File: src/shared/ppmc_map.vh
`ifndef PPMC_MAP_VH
`define PPMC_MAP_VH
// ----------------------------------------
// register byte offsets
// ----------------------------------------
`define PPMC_OFF_BCTL     12'h000
`define PPMC_OFF_EDPD     12'h004
`define PPMC_OFF_SPDCTL   12'h008
`define PPMC_OFF_XTAL     12'h00c
`define PPMC_OFF_REG      12'h010
`define PPMC_OFF_COMMON   12'h014
`define PPMC_OFF_STATUS   12'h018
`define PPMC_OFF_ACCESS   12'h01c
// ----------------------------------------
// field positions
// ----------------------------------------
`define PPMC_BCTL_AN      12
`define PPMC_BCTL_PD      11
`define PPMC_BCTL_ISO     10
`define PPMC_EDPD_EN      0
`define PPMC_EDPD_RAND    1
`define PPMC_EDPD_MASK_LO 2
`define PPMC_EDPD_TMR_LO  4
`define PPMC_SPD_OVR      0
`define PPMC_SPD_PLL      1
`define PPMC_XTAL_DIS     0
`define PPMC_REG_EN_N     0
`define PPMC_COM_CLK125   0
// ----------------------------------------
// reset values
// ----------------------------------------
`define PPMC_BCTL_RST     16'h1000
`define PPMC_EDPD_RST     8'h00
`define PPMC_COM_RST      1'b1
`define PPMC_STRAP_SLEEP  4'h7
// ----------------------------------------
// timing and thresholds
// ----------------------------------------
`define PPMC_CLK_MHZ      125
`define PPMC_PULSE_US     16
`define PPMC_PULSE_CYC    (`PPMC_PULSE_US * `PPMC_CLK_MHZ)
`define PPMC_SHORT_M      8'd70
// access space codes
`define PPMC_SPACE_STD    2'd0
`define PPMC_SPACE_MMD1   2'd1
`define PPMC_SPACE_MMDX   2'd2
`endif

File: src/verilog/ppmc_power_ctrl.v
// Design decisions made here: register access over AXI4-Lite and the address map.
`timescale 1ns/1ps
`include "ppmc_map.vh"
// Overview of operation
// - edpd needs enable, autoneg, no link
// - edpd keeps transmitter, detector, pulses, clocks; stops rx blocks
// - edpd enable clear after reset
// - leaving edpd keeps registers
// - mask, interval timers, random disable fields
// - software power-down follows control bit
// - spd gates internal clocks, pll runs
// - spd allows standard registers only
// - override ungates clocks, allows space two only
// - space one refused during spd
// - registers kept unless pll disabled
// - tx rx clocks stop; isolate stops
// - reference clock stops unless override, enabled
// - pll disable: stop pll, reset exit
// - crystal disable after pll, spd; locks
// - regulator off when enable-low bit set
// - strap 0111 gives permanent chip sleep
// - short cable reduces adc, taps
module ppmc_power_ctrl
(
   input  wire        clk,
   input  wire        sys_rst,
   // axi4-lite slave
   input  wire [11:0] s_axi_awaddr,
   input  wire        s_axi_awvalid,
   output wire        s_axi_awready,
   input  wire [31:0] s_axi_wdata,
   input  wire [3:0]  s_axi_wstrb,
   input  wire        s_axi_wvalid,
   output wire        s_axi_wready,
   output reg  [1:0]  s_axi_bresp,
   output reg         s_axi_bvalid,
   input  wire        s_axi_bready,
   input  wire [11:0] s_axi_araddr,
   input  wire        s_axi_arvalid,
   output wire        s_axi_arready,
   output reg  [31:0] s_axi_rdata,
   output reg  [1:0]  s_axi_rresp,
   output reg         s_axi_rvalid,
   input  wire        s_axi_rready,
   // line and strap inputs
   input  wire        link_up,
   input  wire        energy_seen,
   input  wire [3:0]  mode_strap,
   input  wire [7:0]  cable_len_m,
   // power controls
   output reg         tx_block_en,
   output reg         rx_blocks_en,
   output reg         link_pulse,
   output reg         int_clk_en,
   output reg         pll_en,
   output reg         xtal_en,
   output reg         txrx_clk_en,
   output reg         reference_clock_out_en,
   output reg         core_regulator_controller_en,
   output reg         low_power_dsp,
   output reg         strap_chip_sleep,
   output reg         edpd_active
);

   // ----------------------------------------
   // input synchronisers
   // ----------------------------------------
   reg [1:0] link_s1_q, link_s2_q;
   reg [3:0] strap_s1_q, strap_s2_q;
   reg [7:0] len_s1_q, len_s2_q;
   wire      link_sync = link_s2_q[1];
   wire      energy_sync = link_s2_q[0];

   // two flops on every line and strap input
   always @(posedge clk)
   begin
      link_s1_q  <= {link_up, energy_seen};
      link_s2_q  <= link_s1_q;
      strap_s1_q <= mode_strap;
      strap_s2_q <= strap_s1_q;
      len_s1_q   <= cable_len_m;
      len_s2_q   <= len_s1_q;
   end

   // ----------------------------------------
   // control registers
   // ----------------------------------------
   reg [15:0] bctl_q;
   reg [7:0]  edpd_q;
   reg [1:0]  spd_q;
   reg        xtal_dis_q;
   reg        reg_en_n_q;
   reg        clk125_en_q;
   reg [1:0]  space_q;
   reg        refused_q;
   reg        soft_rst_q;
   reg        strap_taken_q;
   reg [1:0]  settle_q;
   reg        pd_seen_q;
   reg        pll_off_q;
   wire spd_on = bctl_q[`PPMC_BCTL_PD];
   wire ovr    = spd_q[`PPMC_SPD_OVR];
   wire locked = strap_chip_sleep | xtal_dis_q;
   // ----------------------------------------
   // axi4-lite handshake
   // ----------------------------------------
   reg        aw_q, w_q, ar_q;
   reg [11:0] awaddr_q, araddr_q;
   reg [31:0] wdata_q;
   reg [3:0]  wstrb_q;
   reg [31:0] rd_mux;
   reg        rd_hit;
   assign s_axi_awready = ~aw_q & ~s_axi_bvalid;
   assign s_axi_wready  = ~w_q & ~s_axi_bvalid;
   assign s_axi_arready = ~ar_q & ~s_axi_rvalid;
   wire wr_go = aw_q & w_q & ~s_axi_bvalid;
   wire rd_go = ar_q & ~s_axi_rvalid;
   // which space a register lives in
   function [1:0] space_of;
      input [11:0] a;
      begin
         if (a == `PPMC_OFF_BCTL)
            space_of = `PPMC_SPACE_STD;
         else if (a == `PPMC_OFF_EDPD)
            space_of = `PPMC_SPACE_MMDX;
         else if (a == `PPMC_OFF_SPDCTL || a == `PPMC_OFF_REG)
            space_of = `PPMC_SPACE_MMD1;
         else
            space_of = `PPMC_SPACE_STD;
      end
   endfunction
   // access gate during software power-down
   function allowed;
      input [11:0] a;
      input        pd;
      input        ov;
      reg   [1:0]  s;
      begin
         s = space_of(a);
         if (!pd)
            allowed = 1'b1;
         else if (s == `PPMC_SPACE_MMD1)
            allowed = 1'b0;
         else if (s == `PPMC_SPACE_MMDX)
            allowed = ov;
         else
            allowed = 1'b1;
      end
   endfunction
   wire wr_ok = allowed(awaddr_q, spd_on, ovr) & ~locked;
   wire rd_ok = allowed(araddr_q, spd_on, ovr) & ~locked & rd_hit;
   wire wr_hit = (awaddr_q <= `PPMC_OFF_ACCESS); // aligned map is contiguous
   wire wr_do = wr_go & wr_ok & wr_hit;

   // capture address and data channels independently
   always @(posedge clk)
   begin
      if (sys_rst)
      begin
         aw_q         <= 1'b0;
         w_q          <= 1'b0;
         ar_q         <= 1'b0;
         awaddr_q     <= 12'h000;
         araddr_q     <= 12'h000;
         wdata_q      <= 32'h0000_0000;
         wstrb_q      <= 4'h0;
         s_axi_bvalid <= 1'b0;
         s_axi_bresp  <= 2'b00;
         s_axi_rvalid <= 1'b0;
         s_axi_rresp  <= 2'b00;
         s_axi_rdata  <= 32'h0000_0000;
      end
      else
      begin
         if (s_axi_awvalid && s_axi_awready)
         begin
            aw_q     <= 1'b1;
            awaddr_q <= {s_axi_awaddr[11:2], 2'b00};
         end
         if (s_axi_wvalid && s_axi_wready)
         begin
            w_q     <= 1'b1;
            wdata_q <= s_axi_wdata;
            wstrb_q <= s_axi_wstrb;
         end
         if (wr_go)
         begin
            aw_q         <= 1'b0;
            w_q          <= 1'b0;
            s_axi_bvalid <= 1'b1;
            s_axi_bresp  <= (wr_ok && wr_hit) ? 2'b00 : 2'b10;
         end
         else if (s_axi_bvalid && s_axi_bready)
            s_axi_bvalid <= 1'b0;
         if (s_axi_arvalid && s_axi_arready)
         begin
            ar_q     <= 1'b1;
            araddr_q <= {s_axi_araddr[11:2], 2'b00};
         end
         if (rd_go)
         begin
            ar_q         <= 1'b0;
            s_axi_rvalid <= 1'b1;
            s_axi_rresp  <= rd_ok ? 2'b00 : 2'b10;
            s_axi_rdata  <= rd_ok ? rd_mux : 32'h0000_0000;
         end
         else if (s_axi_rvalid && s_axi_rready)
            s_axi_rvalid <= 1'b0;
      end
   end
   // ----------------------------------------
   // read mux
   // ----------------------------------------
   always @*
   begin
      rd_mux = 32'h0000_0000;
      rd_hit = 1'b1;
      if (araddr_q == `PPMC_OFF_BCTL)
         rd_mux = {16'h0000, bctl_q};
      else if (araddr_q == `PPMC_OFF_EDPD)
         rd_mux = {24'h000000, edpd_q};
      else if (araddr_q == `PPMC_OFF_SPDCTL)
         rd_mux = {30'h0, spd_q};
      else if (araddr_q == `PPMC_OFF_XTAL)
         rd_mux = {31'h0, xtal_dis_q};
      else if (araddr_q == `PPMC_OFF_REG)
         rd_mux = {31'h0, reg_en_n_q};
      else if (araddr_q == `PPMC_OFF_COMMON)
         rd_mux = {31'h0, clk125_en_q};
      else if (araddr_q == `PPMC_OFF_STATUS)
         rd_mux = {24'h0, strap_s2_q, low_power_dsp, edpd_active, spd_on, strap_chip_sleep};
      else if (araddr_q == `PPMC_OFF_ACCESS)
         rd_mux = {29'h0, space_q, refused_q};
      else
         rd_hit = 1'b0;
   end
   // ----------------------------------------
   // register writes and power-down reset
   // ----------------------------------------
   wire full_rst = sys_rst | soft_rst_q;
   always @(posedge clk)
   begin
      if (full_rst)
      begin
         bctl_q      <= `PPMC_BCTL_RST;
         edpd_q      <= `PPMC_EDPD_RST;
         spd_q       <= 2'b00;
         reg_en_n_q  <= 1'b0;
         clk125_en_q <= `PPMC_COM_RST;
      end
      else if (wr_do && wstrb_q[0] | wstrb_q[1])
      begin
         if (awaddr_q == `PPMC_OFF_BCTL)
            bctl_q <= wdata_q[15:0];
         else if (awaddr_q == `PPMC_OFF_EDPD)
            edpd_q <= wdata_q[7:0];
         else if (awaddr_q == `PPMC_OFF_SPDCTL)
            spd_q <= wdata_q[1:0];
         else if (awaddr_q == `PPMC_OFF_REG)
            reg_en_n_q <= wdata_q[`PPMC_REG_EN_N];
         else if (awaddr_q == `PPMC_OFF_COMMON)
            clk125_en_q <= wdata_q[`PPMC_COM_CLK125];
      end
   end
   // crystal disable only once pll is off and spd entered
   always @(posedge clk)
   begin
      if (sys_rst)
         xtal_dis_q <= 1'b0;
      else if (wr_do && awaddr_q == `PPMC_OFF_XTAL && pll_off_q && spd_on)
         xtal_dis_q <= wdata_q[`PPMC_XTAL_DIS];
   end
   // last access attempt, refused flag
   always @(posedge clk)
   begin
      if (sys_rst)
      begin
         space_q   <= `PPMC_SPACE_STD;
         refused_q <= 1'b0;
      end
      else if (wr_go)
      begin
         space_q   <= space_of(awaddr_q);
         refused_q <= ~wr_ok;
      end
      else if (rd_go)
      begin
         space_q   <= space_of(araddr_q);
         refused_q <= ~rd_ok;
      end
   end
   // pll-off spd exit triggers a full reset
   always @(posedge clk)
   begin
      if (sys_rst)
      begin
         pd_seen_q  <= 1'b0;
         pll_off_q  <= 1'b0;
         soft_rst_q <= 1'b0;
      end
      else
      begin
         pd_seen_q  <= spd_on;
         soft_rst_q <= 1'b0;
         if (spd_on && !pd_seen_q)
            pll_off_q <= spd_q[`PPMC_SPD_PLL];
         if (!spd_on && pd_seen_q)
         begin
            soft_rst_q <= pll_off_q;
            pll_off_q  <= 1'b0;
         end
      end
   end
   // strap taken once after reset release
   always @(posedge clk)
   begin
      if (sys_rst)
      begin
         strap_taken_q    <= 1'b0;
         settle_q         <= 2'd0;
         strap_chip_sleep <= 1'b0;
      end
      else if (!strap_taken_q)
      begin
         settle_q <= settle_q + 2'd1;
         if (settle_q == 2'd3)
         begin
            strap_taken_q    <= 1'b1;
            strap_chip_sleep <= (strap_s2_q == `PPMC_STRAP_SLEEP);
         end
      end
   end
   // ----------------------------------------
   // edpd link pulse timer
   // ----------------------------------------
   reg [15:0] pulse_cnt_q;
   reg [15:0] lfsr_q;
   wire [31:0] pulse_lim_w = `PPMC_PULSE_CYC << edpd_q[`PPMC_EDPD_TMR_LO +: 2];
   wire [15:0] pulse_lim = pulse_lim_w[15:0]; // longest interval fits 16 bits
   wire [15:0] jitter = edpd_q[`PPMC_EDPD_RAND] ? 16'h0000 : {8'h00, lfsr_q[7:0]};
   wire edpd_cond = edpd_q[`PPMC_EDPD_EN] & bctl_q[`PPMC_BCTL_AN] & ~link_sync & ~energy_sync;

   always @(posedge clk)
   begin
      if (sys_rst)
      begin
         pulse_cnt_q <= 16'h0000;
         lfsr_q      <= 16'hace1;
         link_pulse  <= 1'b0;
      end
      else
      begin
         lfsr_q     <= {lfsr_q[14:0], lfsr_q[15] ^ lfsr_q[13] ^ lfsr_q[12] ^ lfsr_q[10]};
         link_pulse <= 1'b0;
         if (!edpd_active)
            pulse_cnt_q <= {6'h00, edpd_q[`PPMC_EDPD_MASK_LO +: 2], 8'h00}; // mask hold-off
         else if (pulse_cnt_q >= pulse_lim + jitter)
         begin
            pulse_cnt_q <= 16'h0000;
            link_pulse  <= 1'b1;
         end
         else
            pulse_cnt_q <= pulse_cnt_q + 16'h0001;
      end
   end
   // ----------------------------------------
   // power outputs
   // ----------------------------------------
   always @(posedge clk)
   begin
      if (sys_rst)
      begin
         edpd_active                  <= 1'b0;
         tx_block_en                  <= 1'b1;
         rx_blocks_en                 <= 1'b1;
         int_clk_en                   <= 1'b1;
         pll_en                       <= 1'b1;
         xtal_en                      <= 1'b1;
         txrx_clk_en                  <= 1'b1;
         reference_clock_out_en       <= 1'b1;
         core_regulator_controller_en <= 1'b1;
         low_power_dsp                <= 1'b0;
      end
      else
      begin
         edpd_active  <= edpd_cond & ~spd_on;
         tx_block_en  <= ~spd_on & ~strap_chip_sleep;
         rx_blocks_en <= ~spd_on & ~strap_chip_sleep & ~edpd_cond;
         int_clk_en   <= (~spd_on | ovr) & ~strap_chip_sleep;
         pll_en       <= ~(spd_on & pll_off_q) & ~strap_chip_sleep;
         xtal_en      <= ~xtal_dis_q & ~strap_chip_sleep;
         txrx_clk_en  <= (~spd_on | ovr) & ~bctl_q[`PPMC_BCTL_ISO] & ~strap_chip_sleep;
         reference_clock_out_en <= (~spd_on | ovr) & clk125_en_q & ~strap_chip_sleep;
         core_regulator_controller_en <= ~reg_en_n_q;
         low_power_dsp <= link_sync & (len_s2_q < `PPMC_SHORT_M);
      end
   end
endmodule // ppmc_power_ctrl

File: config.mk
export PLATFORM = sky130hd
export DESIGN_NAME = ppmc_power_ctrl
export DESIGN_NICKNAME = d
export VERILOG_FILES = /design/src/verilog/ppmc_power_ctrl.v
export VERILOG_INCLUDE_DIRS = /design/src /design/src/shared
export SDC_FILE = /design/constraint.sdc
export NUM_CORES = 1
export LEC_CHECK = 0
export BUFFER_PORTS_ARGS = -buffer_cell sky130_fd_sc_hd__buf_2
export CORE_MARGIN = 2
export CORE_UTILIZATION = 57
export CTS_BUF_LIST = sky130_fd_sc_hd__clkbuf_4 sky130_fd_sc_hd__clkbuf_8
export CTS_CLUSTER_DIAMETER = 100
export CTS_CLUSTER_SIZE = 16
export DETAILED_ROUTE_END_ITERATION = 8
export MAX_ROUTING_LAYER = met4
export PLACE_DENSITY = 0.86
export SETUP_SLACK_MARGIN = 0.15
export SYNTH_ARGS = -nofsm -noshare
export SYNTH_HDL_FRONTEND = slang
export SYNTH_SLANG_ARGS = --single-unit
File: constraint.sdc
create_clock -name clk -period 4 [get_ports clk]
set_clock_uncertainty 0.2 [all_clocks]
set_input_delay 0.6 -clock clk [delete_from_list [all_inputs] [get_ports clk]]
set_output_delay 0.6 -clock clk [all_outputs]
set_load 0.005 [all_outputs]
# After elaboration in Yosys (flattened, before gate mapping)
# Cells that the tools add are included.
# Widths: inputs -> output; s select.
# word_totals
inputBits,81
word_cells,206
regBits,189
# op_classes
reduce_logical,33
bitwise,57
shifts,1
n_eq_ne,18
n_addsub,3
n_mux,45
n_lt_le_gt_ge,3
# ops
operator,n
$eq 10x3->1 const B,6
$mux 8,7
$eq 10x2->1 const B,4
$mux 32,1
$and 1x1->1,26
$mux 1,25
$logic_not 12->1,2
$not 1->1,24
$eq 10x1->1 const B,2
$mux 10,2
$add 16x1->16 const B,1
$add 16x8->16,1
$ge 16x16->1,1
$mux 16,1
$mux 2,8
$shl 11x2->16 const A,1
$le 12x5->1 const B,1
$logic_and 1x1->1,12
$reduce_or 2->1,5
$lt 8x7->1 const B,1
$eq 2x2->1 const B,3
$reduce_and 6->1,1
$reduce_bool 2->1,3
$reduce_and 5->1,1
other kinds (12),21

# Logic depth before layout (Yosys ltp)
# logic_depth
word_depth,15
depth_mapped,16

# Least setup slack after synthesis
# OpenSTA, ideal clock, no wires.
# synth_path
path_kind,register to register
from,register edpd_q[5]
to,register pulse_cnt_q[10]
required_time_ps,3672
setup_slack_ps,677
n_path_buf,2
arrival_ps,2995
path_stages_with_launch,16
synth_period_minus_slack_ps,3323
setup_time_ps,128
path_cell_list,dfxtp_1 -> clkbuf_1 -> nor2_1 -> ha_1 -> fa_1 -> a21oi_1 -> nor2_1 -> nor2_1 -> a21oi_1 -> ha_1 -> o21ai_0 -> o21ai_0 -> a21oi_1 -> a21oi_1 -> clkbuf_1 -> nor2_1
# synth_via
elab_chain_len,4
# synth_rtl
item,line_no,text
from (decl),ppmc_power_ctrl.v:89,reg [7:0] edpd_q;
from (signal assigned),ppmc_power_ctrl.v:246,edpd_q <= `PPMC_EDPD_RST;
from (signal assigned),ppmc_power_ctrl.v:256,edpd_q <= wdata_q[7:0];
$shl 11x2->16 (no source line),n/a,
$add 16x8->16,ppmc_power_ctrl.v:357,else if (pulse_cnt_q >= pulse_lim + jitter)
$ge 16x16->1,ppmc_power_ctrl.v:357,
$reduce_or 3->1 (no source line),n/a,
to (signal assigned),ppmc_power_ctrl.v:356,"pulse_cnt_q <= {6'h00, edpd_q[`PPMC_EDPD_MASK_LO +: 2], 8'h00};"
to (signal assigned),ppmc_power_ctrl.v:363,pulse_cnt_q <= pulse_cnt_q + 16'h0001;
to (decl),ppmc_power_ctrl.v:336,reg [15:0] pulse_cnt_q;
# No other way between the ends.
# A chain may end at the register's enable or synchronous reset.

# Worst setup path after layout
# layout_path
from,register edpd_q[4]
to,register pulse_cnt_q[8]
# layout_via
elab_chain_len,5
# layout_rtl
item,line_no,text
$shl 11x2->16 (no source line),n/a,
$add 16x8->16,ppmc_power_ctrl.v:357,
$ge 16x16->1,ppmc_power_ctrl.v:357,
$mux 10,ppmc_power_ctrl.v:357,
$mux 10,ppmc_power_ctrl.v:355,if (!edpd_active)
# No other way between the ends.

==> metrics <==
Synth Instances 740; clock share of power a little over a third; starting density of the core around 59%; CTS Root Buffer Type clkbuf_8; clock-pin transition on the worst setup and hold timing paths about 0.09 ns; Synth cell types 63; RSZ-0062 raised after global routing false; Area contributors post-synth dfxtp_1, nand2_1, a21oi_1; initial antenna violation count 0; Critical Path Source Type flip-flop; GRT Util Overall 23.56%; slew margin rel. between 20% and 30%; Die Width approximately 110 µm; sequential cell area fraction in the yosys report about 50%; CTS Buf Count 17; core area 0.01147 mm²; ANT nets after route 0; # diodes 0; Async SR Flop Fraction 0%; mean area per synthesized cell between 9 and 10 µm²; max frequency 0.2806 GHz; H-tree levels 4; Yosys reg bits roughly 170; delay-heaviest family, CP compound AO/OA/AOI/OAI gates; largest net degree at the start of global routing 80; first drt pass iteration count 5; Critical Path RT around 4.2 ns; crit path kind reg2reg; Post-synth EDFFs 0; vias around 5300; share of power burned in registers a little under three fifths; static leakage ~0.0031 µW; CP Max Fanout 16; DR vias/cell roughly 5.4; max cap viols 0; final hold viol count 0; top-count cell post-synth dfxtp_1; post-layout util between 60 and 70%; Worst path max stage delay 0.51 ns; status completed; FP Rows 39; vias in the first global route 4868; Hold Crit Class in2reg; # setup viols final 0; CTS tree done; CTS sink cnt 169; Tcrit/Tclk final 89.10%; crit path cell chain inv_1, nor2_1, ha_1, a21o_1, a21oi_1, o21bai_1, and2_1, ha_1, a211oi_1, nor2_1, a211oi_1, a21oi_4, o21ai_0; slowest stage cell, crit path dfxtp_1; share of cells above drive strength 1 a little under a fifth; Max Buffers Root-to-Sink 2; first-pass GRT wire length 23.37 mm; ys flop type dfxtp_1; Yosys warning total 0; area fraction of the dominant cell type after synthesis 50.27%; DRC Markers 0; crit path DAT between 3 and 4 ns; CTS Hold Bufs 0; gpl congestion approximately 0.9; switching share of power 25.50%; synthesized area between 0.006 and 0.007 mm²; P_sw 834.2 µW; Critical Path End Type flip-flop; Top Ports ~130; Internal ~2400 µW; Worst Reg-to-Reg Cells 13; CP Depth 13; Port Buffers 92; routed len/inst about 14 µm; Routed WL roughly 14 mm; Final #Nets approximately 900; slew at the pin closest to its max-slew limit between 1 and 1.5 ns; Gate power share a little under a tenth; Synth area leader dfxtp_1; Post-synth top cells dfxtp_1, nand2_1, a21oi_1, nor2_1, clkbuf_1; die height around 110 µm; fin crit period between 3 and 4 ns; CP Buf/Inv Count 1; Clk Latency, worst-skew pair ~0.46 ns; area growth from synthesis to layout 12.62%; Hold Path Depth 1; Final Max Slew Viols 0; 1st-iter DRT viols between 300 and 400; pwr dens about 430 mW/mm²; grt ovf 0; Detailed Place HPWL approximately 10 mm; IR drop worst, VDD about 0.00033 V; Power, Total 3272 µW; Die Footprint around 0.013 mm²
## sequential cells by signal (all words and copies together), names as in the netlist, 8 cells and up
signal,cells
wdata_q,16
edpd_q,8
bctl_q,16
lfsr_q,16
awaddr_q,10
pulse_cnt_q,16
araddr_q,10
s_axi_rdata,16
## cell type report
cell class              instances  area [µm²]
inverters                      14       52.55
fillers                       913        3887
clock inverters                 9       92.59
clock buffers                  22       290.3
well taps                     143       178.9
multi-input cells             524        3084
flip-flops and latches        169        3383
repair buffers                 97       498.0
## per-stage QoR
| stage | hold slack [ns] | setup WS (ns) | TNS, ns | cells | area [µm²] |
|---|---|---|---|---|---|
| floorplan | 0.1096 | 0.6771 | 0 | 757 | 6794 |
| global placement | 0.1102 | 0.06229 | 0 | 947 | 7186 |
| detailed placement | 0.1121 | -0.01665 | -0.01665 | 947 | 7186 |
| CTS | 0.006793 | 0.3585 | 0 | 978 | 7572 |
| global route | 0.01306 | 0.2162 | 0 | 978 | 7580 |
| finish | 0.03145 | 0.4358 | 0 | 978 | 7580 |
## metal layers
layer	share of wire (%)	up-vias	routed length (µm)	global-route usage, %
li1	-	2646	-	-
met1	46	2410	6493	31.73
met2	45	192	6252	34.81
met3	6.6	24	929	5.130
met4	2.3	0	327	9.106
met5	0	-	0	-
## layout by cell type (no fill, tap or decap), types with 10 or more instances in the layout
master,synthesis,layout
nand2_1,145,145
dfxtp_1,169,169
mux2i_1,14,14
or2_2,10,10
xor2_1,17,17
nor2_1,65,65
nand3_1,11,11
ha_1,21,21
clkbuf_8,0,20
inv_1,14,14
a22o_1,14,14
conb_1,2,19
a21oi_1,67,66
o21ai_0,15,15
nor3_1,11,11
buf_2,2,92
nor2b_1,20,20
## cells by family (layout without fill, tap and decap cells)
logic type      after synthesis  count (layout)  share of synthesized area, %
buf+inv                      64             142                         5.020
mux                          15              15                         2.249
simple gates                310             310                         22.50
compound gates              133             133                         12.40
fa+ha+maj                    22              22                         4.202
flops                       169             169                         50.27
other cells                   2              19                        0.1116
xor+xnor                     25              25                         3.253
## power by group through the flow
stage	registers, µW	logic (µW)	clock network [µW]
detailed placement	1850	310	0
finish	1810	312	1150
global placement	1840	302	0
CTS	1810	312	1170
global route	1820	353	1240
floorplan	1830	246	0
## worst reg2reg max path, stage by stage, from the launching register on
cell and delay (ns):
dfxtp_1 0.51, inv_1 0.16, nor2_1 0.17, ha_1 0.25, a21o_1 0.15, a21oi_1 0.22, o21bai_1 0.16, and2_1 0.17
ha_1 0.28, a211oi_1 0.26, nor2_1 0.09, a211oi_1 0.43, a21oi_4 0.23, o21ai_0 0.20
## worst paths after layout
kind,start,end,slack (ns)
setup / recovery,edpd_q[4],pulse_cnt_q[8],0.44
hold reg to reg,len_s1_q[6],len_s2_q[6],0.13
hold / removal,mode_strap[0],strap_s1_q[0],0.03
setup reg to reg,edpd_q[4],pulse_cnt_q[8],0.44
## repair_timing
action                                  in CTS  in global routing
setup buffers                                0                  0
endpoints found under the setup margin      16                  5
resized for setup                            1                  1
gates cloned                                 0                  0
(Power assumes the default switching activity.)
